## config.mk

```make
export PLATFORM = sky130hd
export DESIGN_NAME = rim_masks
export DESIGN_NICKNAME = d
export VERILOG_FILES = /design/src/core/rim_pkg.sv /design/src/core/rim_masks.sv /design/src/core/rim_event_gate.sv
export SDC_FILE = /design/constraint.sdc
export NUM_CORES = 1
export LEC_CHECK = 0
export BUFFER_PORTS_ARGS = -buffer_cell sky130_fd_sc_hd__buf_2
export CORE_MARGIN = 4
export CORE_UTILIZATION = 35
export DETAILED_ROUTE_END_ITERATION = 10
export GPL_TIMING_DRIVEN = 0
export PLACE_DENSITY = 0.7
export SETUP_SLACK_MARGIN = 0.5
export SKIP_CTS_REPAIR_TIMING = 1
export SLEW_MARGIN = 20
export SYNTH_ARGS = -nofsm -noshare
export SYNTH_HDL_FRONTEND = slang
export SYNTH_HIERARCHICAL = 1
export SYNTH_SLANG_ARGS = --single-unit
```

## constraint.sdc

```tcl
create_clock -name clk_i -period 1.4 [get_ports clk_i]
set_input_delay 0.14 -clock clk_i [delete_from_list [all_inputs] [get_ports clk_i]]
set_output_delay 0.14 -clock clk_i [all_outputs]
set_load 0.02 [all_outputs]
```

## src/core/rim_pkg.sv

```systemverilog
package rim_pkg;

   // register offsets on the internal serial-register port
   localparam logic [7:0] RIM_TOP_MASK_B_OFS = 8'h21;
   localparam logic [7:0] RIM_SW_MASK_OFS = 8'h22;
   localparam logic [7:0] RIM_LIN_MASK_OFS = 8'h23;

   // field positions; the first is in the top mask register, the rest are shared by the switcher and linear mask registers
   localparam int RIM_RESET_REG_MASK_BIT = 0;
   localparam int RIM_R1_PG_FALL_BIT = 7;
   localparam int RIM_R1_PG_RISE_BIT = 6;
   localparam int RIM_R1_OVERCURRENT_BIT = 4;
   localparam int RIM_R0_PG_FALL_BIT = 3;
   localparam int RIM_R0_PG_RISE_BIT = 2;
   localparam int RIM_R0_OVERCURRENT_BIT = 0;

   // bits that take a host write in the mask registers; the other pair-register bits read zero
   localparam logic [7:0] RIM_TOP_B_RW_BITS = 8'hfe;
   localparam logic [7:0] RIM_PAIR_MASK_BITS = 8'hdd;

   // values after reset, before the one-time-programmable load lands
   localparam logic [7:0] RIM_TOP_MASK_B_RST = 8'h00;
   localparam logic [7:0] RIM_SW_MASK_RST = 8'h00;
   localparam logic [7:0] RIM_LIN_MASK_RST = 8'h00;
   localparam logic [7:0] RIM_RDATA_RST = 8'h00;

   // one register access from the serial interface engine
   typedef struct packed {
      logic wr;
      logic rd;
      logic [7:0] addr;
      logic [7:0] wdata;
   } rim_reg_req_t;

   // raw status of one regulator
   typedef struct packed {
      logic pg_invalid;
      logic overcurrent;
   } rim_raw_t;

   // event requests of one regulator towards the flag registers
   typedef struct packed {
      logic pg_event;
      logic overcurrent_event;
   } rim_evt_t;

   // defaults held in one-time-programmable memory
   typedef struct packed {
      logic reset_reg_mask;
      logic [7:0] sw_mask;
      logic [7:0] lin_mask;
   } rim_otp_t;

   // pending flags held in the flag registers outside this block
   typedef struct packed {
      logic reset_reg;
      logic sw1_pg;
      logic sw1_overcurrent;
      logic sw0_pg;
      logic sw0_overcurrent;
      logic lin1_pg;
      logic lin1_overcurrent;
      logic lin0_pg;
      logic lin0_overcurrent;
   } rim_flags_t;

endpackage

```

## src/core/rim_masks.sv

```systemverilog
`timescale 1ns/1ps
`default_nettype none
// Contract
// top mask bit 0 gates register-reset interrupt
// host writes to reset-reg mask ignored
// switcher bit 7 masks sw1 pg fall
// switcher bit 6 masks sw1 pg rise
// switcher bit 3 masks sw0 pg fall
// switcher bit 2 masks sw0 pg rise
// switcher bit 4 masks sw1 overcurrent
// switcher bit 0 masks sw0 overcurrent
// raw status unaffected by any mask
// linear mask layout mirrors switcher, 5,1 reserved
// linear mask 1 suppresses, 0 allows
// masks load from otp; irq on unmasked flag
module rim_masks
   import rim_pkg::*;
(
   // clock, reset, clock enable
   input wire logic clk_i,
   input wire logic rst_n_i,
   input wire logic ce_i,
   // register access from the serial interface engine
   input wire rim_reg_req_t req_i,
   output logic [7:0] rdata_o,
   output logic rvalid_o,
   // one-time-programmable defaults, taken while otp_load_i is high
   input wire logic otp_load_i,
   input wire rim_otp_t otp_i,
   // raw regulator status
   input wire rim_raw_t sw0_raw_i,
   input wire rim_raw_t sw1_raw_i,
   input wire rim_raw_t lin0_raw_i,
   input wire rim_raw_t lin1_raw_i,
   // register-reset event from the reset sequencer
   input wire logic reset_reg_evt_i,
   // pending flags from the flag registers
   input wire rim_flags_t flags_i,
   // event requests towards the flag registers
   output rim_evt_t sw0_evt_o,
   output rim_evt_t sw1_evt_o,
   output rim_evt_t lin0_evt_o,
   output rim_evt_t lin1_evt_o,
   output logic reset_reg_evt_o,
   // raw status copies and the interrupt line
   output rim_raw_t sw0_raw_o,
   output rim_raw_t sw1_raw_o,
   output rim_raw_t lin0_raw_o,
   output rim_raw_t lin1_raw_o,
   output logic irq_o
);

   logic [7:0] top_b_reg; // bit 0 otp-only, 7:1 plain storage
   logic [7:0] sw_mask_reg; // switcher masks
   logic [7:0] lin_mask_reg; // linear regulator masks
   logic [7:0] rdata_reg; // registered read data
   logic rvalid_reg; // read answer strobe
   logic reset_evt_reg; // gated register-reset event
   logic irq_reg; // interrupt output flop
   logic irq_next; // interrupt next value

   // unmasked pg flag: the flag is one bit for both directions, so it
   // only stays hidden when both direction masks are set
   function automatic logic pg_live(input logic flag, input logic [7:0] m,
                                    input int fall_b, input int rise_b);
      pg_live = flag & ~(m[fall_b] & m[rise_b]);
   endfunction

   // keep only the writable bits of a paired mask register
   function automatic logic [7:0] pair_bits(input logic [7:0] v);
      pair_bits = v & RIM_PAIR_MASK_BITS;
   endfunction

   // top-level second mask register
   always_ff @(posedge clk_i or negedge rst_n_i) begin
      if (!rst_n_i) begin
         top_b_reg <= RIM_TOP_MASK_B_RST;
      end else if (ce_i) begin
         if (otp_load_i) begin
            top_b_reg[RIM_RESET_REG_MASK_BIT] <= otp_i.reset_reg_mask;
         end
         // only the reserved storage bits take a host write
         if (req_i.wr && req_i.addr == RIM_TOP_MASK_B_OFS) begin
            top_b_reg[7:1] <= req_i.wdata[7:1];
         end
      end
   end

   // switcher mask register; a host write beats the otp load
   always_ff @(posedge clk_i or negedge rst_n_i) begin
      if (!rst_n_i) begin
         sw_mask_reg <= RIM_SW_MASK_RST;
      end else if (ce_i) begin
         if (req_i.wr && req_i.addr == RIM_SW_MASK_OFS) begin
            sw_mask_reg <= pair_bits(req_i.wdata);
         end else if (otp_load_i) begin
            sw_mask_reg <= pair_bits(otp_i.sw_mask);
         end
      end
   end

   // linear mask register, same layout as the switcher one
   always_ff @(posedge clk_i or negedge rst_n_i) begin
      if (!rst_n_i) begin
         lin_mask_reg <= RIM_LIN_MASK_RST;
      end else if (ce_i) begin
         if (req_i.wr && req_i.addr == RIM_LIN_MASK_OFS) begin
            lin_mask_reg <= pair_bits(req_i.wdata);
         end else if (otp_load_i) begin
            lin_mask_reg <= pair_bits(otp_i.lin_mask);
         end
      end
   end

   // read port: one cycle latency, unmapped offsets read zero
   always_ff @(posedge clk_i or negedge rst_n_i) begin
      if (!rst_n_i) begin
         rdata_reg <= RIM_RDATA_RST;
         rvalid_reg <= 1'b0;
      end else if (ce_i) begin
         rvalid_reg <= req_i.rd;
         if (req_i.rd) begin
            case (req_i.addr)
               RIM_TOP_MASK_B_OFS: rdata_reg <= top_b_reg;
               RIM_SW_MASK_OFS: rdata_reg <= sw_mask_reg;
               RIM_LIN_MASK_OFS: rdata_reg <= lin_mask_reg;
               default: rdata_reg <= RIM_RDATA_RST;
            endcase
         end
      end
   end

   // register-reset event gated by its mask bit
   always_ff @(posedge clk_i or negedge rst_n_i) begin
      if (!rst_n_i) begin
         reset_evt_reg <= 1'b0;
      end else if (ce_i) begin
         reset_evt_reg <= reset_reg_evt_i &
                          ~top_b_reg[RIM_RESET_REG_MASK_BIT];
      end
   end

   // interrupt is a level: high while any pending flag is unmasked;
   // a mask set later hides an already pending flag as well
   always_comb begin
      irq_next =
         (flags_i.reset_reg & ~top_b_reg[RIM_RESET_REG_MASK_BIT]) |
         pg_live(flags_i.sw1_pg, sw_mask_reg,
                 RIM_R1_PG_FALL_BIT, RIM_R1_PG_RISE_BIT) |
         pg_live(flags_i.sw0_pg, sw_mask_reg,
                 RIM_R0_PG_FALL_BIT, RIM_R0_PG_RISE_BIT) |
         (flags_i.sw1_overcurrent & ~sw_mask_reg[RIM_R1_OVERCURRENT_BIT]) |
         (flags_i.sw0_overcurrent & ~sw_mask_reg[RIM_R0_OVERCURRENT_BIT]) |
         pg_live(flags_i.lin1_pg, lin_mask_reg,
                 RIM_R1_PG_FALL_BIT, RIM_R1_PG_RISE_BIT) |
         pg_live(flags_i.lin0_pg, lin_mask_reg,
                 RIM_R0_PG_FALL_BIT, RIM_R0_PG_RISE_BIT) |
         (flags_i.lin1_overcurrent &
          ~lin_mask_reg[RIM_R1_OVERCURRENT_BIT]) |
         (flags_i.lin0_overcurrent &
          ~lin_mask_reg[RIM_R0_OVERCURRENT_BIT]);
   end

   // interrupt output flop
   always_ff @(posedge clk_i or negedge rst_n_i) begin
      if (!rst_n_i) begin
         irq_reg <= 1'b0;
      end else if (ce_i) begin
         irq_reg <= irq_next;
      end
   end

   // first switcher
   rim_event_gate u_sw0 (
      .clk_i(clk_i),
      .rst_n_i(rst_n_i),
      .ce_i(ce_i),
      .raw_i(sw0_raw_i),
      .pg_fall_mask_i(sw_mask_reg[RIM_R0_PG_FALL_BIT]),
      .pg_rise_mask_i(sw_mask_reg[RIM_R0_PG_RISE_BIT]),
      .overcurrent_mask_i(sw_mask_reg[RIM_R0_OVERCURRENT_BIT]),
      .evt_o(sw0_evt_o),
      .raw_o(sw0_raw_o)
   );

   // second switcher
   rim_event_gate u_sw1 (
      .clk_i(clk_i),
      .rst_n_i(rst_n_i),
      .ce_i(ce_i),
      .raw_i(sw1_raw_i),
      .pg_fall_mask_i(sw_mask_reg[RIM_R1_PG_FALL_BIT]),
      .pg_rise_mask_i(sw_mask_reg[RIM_R1_PG_RISE_BIT]),
      .overcurrent_mask_i(sw_mask_reg[RIM_R1_OVERCURRENT_BIT]),
      .evt_o(sw1_evt_o),
      .raw_o(sw1_raw_o)
   );

   // first linear regulator
   rim_event_gate u_lin0 (
      .clk_i(clk_i),
      .rst_n_i(rst_n_i),
      .ce_i(ce_i),
      .raw_i(lin0_raw_i),
      .pg_fall_mask_i(lin_mask_reg[RIM_R0_PG_FALL_BIT]),
      .pg_rise_mask_i(lin_mask_reg[RIM_R0_PG_RISE_BIT]),
      .overcurrent_mask_i(lin_mask_reg[RIM_R0_OVERCURRENT_BIT]),
      .evt_o(lin0_evt_o),
      .raw_o(lin0_raw_o)
   );

   // second linear regulator
   rim_event_gate u_lin1 (
      .clk_i(clk_i),
      .rst_n_i(rst_n_i),
      .ce_i(ce_i),
      .raw_i(lin1_raw_i),
      .pg_fall_mask_i(lin_mask_reg[RIM_R1_PG_FALL_BIT]),
      .pg_rise_mask_i(lin_mask_reg[RIM_R1_PG_RISE_BIT]),
      .overcurrent_mask_i(lin_mask_reg[RIM_R1_OVERCURRENT_BIT]),
      .evt_o(lin1_evt_o),
      .raw_o(lin1_raw_o)
   );

   assign rdata_o = rdata_reg;
   assign rvalid_o = rvalid_reg;
   assign reset_reg_evt_o = reset_evt_reg;
   assign irq_o = irq_reg;

endmodule
`default_nettype wire

```

## src/core/rim_event_gate.sv

```systemverilog
`timescale 1ns/1ps
`default_nettype none
// edge detection and masking for one regulator's events
module rim_event_gate
   import rim_pkg::*;
(
   // clock and reset
   input wire logic clk_i,
   input wire logic rst_n_i,
   input wire logic ce_i,
   // raw status and masks
   input wire rim_raw_t raw_i,
   input wire logic pg_fall_mask_i,
   input wire logic pg_rise_mask_i,
   input wire logic overcurrent_mask_i,
   // gated event requests, raw status copy
   output rim_evt_t evt_o,
   output rim_raw_t raw_o
);

   rim_raw_t prev_reg; // last sampled raw status
   rim_evt_t evt_reg; // registered event requests
   rim_raw_t raw_reg; // raw copy, never touched by masks

   // raw status is followed whatever the masks hold
   always_ff @(posedge clk_i or negedge rst_n_i) begin
      if (!rst_n_i) begin
         prev_reg <= '0;
         raw_reg <= '0;
      end else if (ce_i) begin
         prev_reg <= raw_i;
         raw_reg <= raw_i;
      end
   end

   // pg_invalid high means power-good became invalid; a set mask bit
   // only stops the event request, so one edge can never be lost twice
   always_ff @(posedge clk_i or negedge rst_n_i) begin
      if (!rst_n_i) begin
         evt_reg <= '0;
      end else if (ce_i) begin
         evt_reg.pg_event <=
            (raw_i.pg_invalid & ~prev_reg.pg_invalid & ~pg_fall_mask_i) |
            (~raw_i.pg_invalid & prev_reg.pg_invalid & ~pg_rise_mask_i);

         evt_reg.overcurrent_event <=
            raw_i.overcurrent & ~prev_reg.overcurrent & ~overcurrent_mask_i;

      end
   end

   assign evt_o = evt_reg;
   assign raw_o = raw_reg;

endmodule
`default_nettype wire

```

==> out/metrics.yaml <==
status:
  status: "finished with violations"
  violations: "hold timing"
route:
  first_pass_iters: 4
  wl_um: 6322
  drc: 0
  vias_per_cell: 5.242
  ant_nets: 0
  via_count: 1971
  avgRoutedWirePerCell_um: 16.81
  drt_iter0_drc: 59
timing:
  final_max_slew_viol_count: 0
  fmax_ghz: 0.7873
  setup_tns_ns: 0
  period_share_pct: 90.72
  fin_crit_ns: 1.270
  setup_slack_ns: 0.1299
  finalHoldViolCount: 47
  timing.slew.headroom_pct: 59.71
  rsz0062_at_grt: "yes"
  finalClockSkew_ns: 0.005402
  tightestPinTransition_ns: 0.6043
  timing.hold.ws_ns: -0.1622
  setup_viol: 0
synth:
  yosysSeqAreaShare_pct: 53.02
  ys_ff_latch: 47
  ys_top_cells_by_area: "dfrtp_1 53%, mux2_2 8.6%, a2bb2oi_1 4.7%"
  synth_cell_types: 29
  yosysTopAreaCell: "dfrtp_1"
  synth_top_area_share_pct: 53.02
  netlist_area_sq_um: 2218
  yosys_warnings: 6
  syn_inst: 193
  post_synth.cell_area_avg_sq_um: 11.49
  syn-num-nets: 250
critical_path:
  crit_cells: 6
  critPathTopFamily: "simple AND/OR/NAND/NOR gates"
  critical_path_class: "in -> reg"
  max_stage_delay_ns: 0.35
  end_kind: "flip-flop"
  cp.required_ns: 1.59
  critical_path_buf_inv_count: 2
  arrival_ns: 1.46
  worstPathMaxFanout: 5
  worstRegToRegCells: 3
  worst_r2r_endpoint: "irq_o"
  cp_cell_sequence: "buf_8, nor4b_4, nand4b_1, nor2_4, buf_6, mux2_4"
  cp_slowest_cell: "nor4b_4"
  start_kind: "input pin"
  r2r_slack_ns: 0.14
  reg2reg_from: "sw_mask_reg[6]"
final_layout:
  fillerInstances: 537
  finalNetCount: 357
  layoutNonFillerInstCount: 376
  final-seq-area_sq_um: 1185
  layout_commonest_cell: "buf_2"
  fin_util_pct: 55.83
  final_area_sq_um: 3364
  antenna_cells: 0
  syn2layout_area_growth_pct: 51.66
  final_cell_mix: "47 x buf_2, 40 x dfrtp_1, 35 x buf_6"
  drive_above_1_share_pct: 55.81
  multiInputGateArea_sq_um: 1164
pwr:
  p_leak_nw: 1.552
  vdd.ir_drop.worst_mv: 0.4352
  total_power_mw: 3.116
  powerDensity_nw_per_um2: 926.2
worst_hold_path:
  hp-class: "in -> async"
clock_network:
  h-tree-depth: 2
  clk_path_buf_depth: 2
  clk_pin_slew_ns: 0.09
  clkSinkCount: 47
  clock_latency_ns: 0.30
  root_buffer: "clkbuf_8"
  numCtsBuffers: 5
  cts_tree: "done"
place:
  dp.cells: 347
  place_congestion: 0.7973
  placed_area_sq_um: 2728
  dp_hpwl_um: 4381
  pre_cts_slack_ns: -0.4473
  io_buffers: 79
floorplanning:
  start_util_pct: 36.81
  die_y_um: 87.61
  pin_count: 84
  core_sq_um: 6026
  die_area_sq_um: 7676
  rows: 28
  die_w_um: 87.61
job:
  maxCapViolCount: 0
global_routing:
  grt_use_total_pct: 15.76
  grt_antenna_before_repair: 0
  grt_max_degree: 48
  grt_overflow: 0
  grt_pass1_vias: 1865
  grt_pass1_wl_um: 9390
[per-layer routing]
layer,part of all wire (%),track usage (%),wire (um)
met1,45,22.24,2814
met2,50,25.55,3154
met3,5.1,3.293,320
met4,0.52,2.510,33
met5,0,0,0
[cell usage after synthesis]
library cell  count
o31ai_4           2
buf_4             1
or3b_1            8
nor2_2            1
a21oi_1           7
nor2_1           14
nor3b_1           4
nand3_1           5
mux2i_1           6
nand2_1          15
inv_1             9
or4b_4            1
mux2_1            3
clkbuf_1          2
a222oi_1          1
nand4b_1          1
or4bb_1           1
a31oi_1           4
nor2b_1           1
a2111oi_0         1
nor4b_4           1
a2bb2oi_1        12
a21boi_1          2
o21ai_0          11
and4bb_2          1
dfrtp_1          47
o22ai_1          14
nand3b_1          1
mux2_2           17
[worst max path at each step]
stage	start	to	slack, ns
final	req_i[14]	top_b_reg[2]	0.13
after global placement	req_i[12]	lin_mask_reg[0]	-0.42
after detailed placement	req_i[12]	lin_mask_reg[0]	-0.45
after floorplan	req_i[10]	sw_mask_reg[0]	0.07
after CTS	req_i[12]	lin_mask_reg[0]	-0.13
after global routing	req_i[14]	top_b_reg[2]	0.05
[where the power goes]
group          leakage (nW)  internal [mW]  total [mW]  switching, mW
clock network        0.0477          0.343       0.805          0.462
registers             0.576           1.47        1.59          0.115
logic                 0.928          0.390       0.724          0.334
[area by class of cell]
type                            instances  share of cell area, %
Buffer                                  3                 0.5950
Tap cell                               75                  2.789
Sequential cell                        47                  35.22
Multi-Input combinational cell        134                  34.59
Inverter                                9                  1.004
Timing Repair Buffer                  100                  23.32
Clock buffer                            5                  2.045
Clock inverter                          3                 0.4463
[cells by family (layout without fill, tap and decap cells)]
group,Yosys count,after routing,synth area share (%)
flip-flops,47,47,53.02
AND/OR/NAND/NOR,54,54,14.61
multiplexers,26,26,12.86
buffers and inverters,12,120,2.200
AO/OA/AOI/OAI,54,54,17.31
Power figures use the tool's default switching activity.
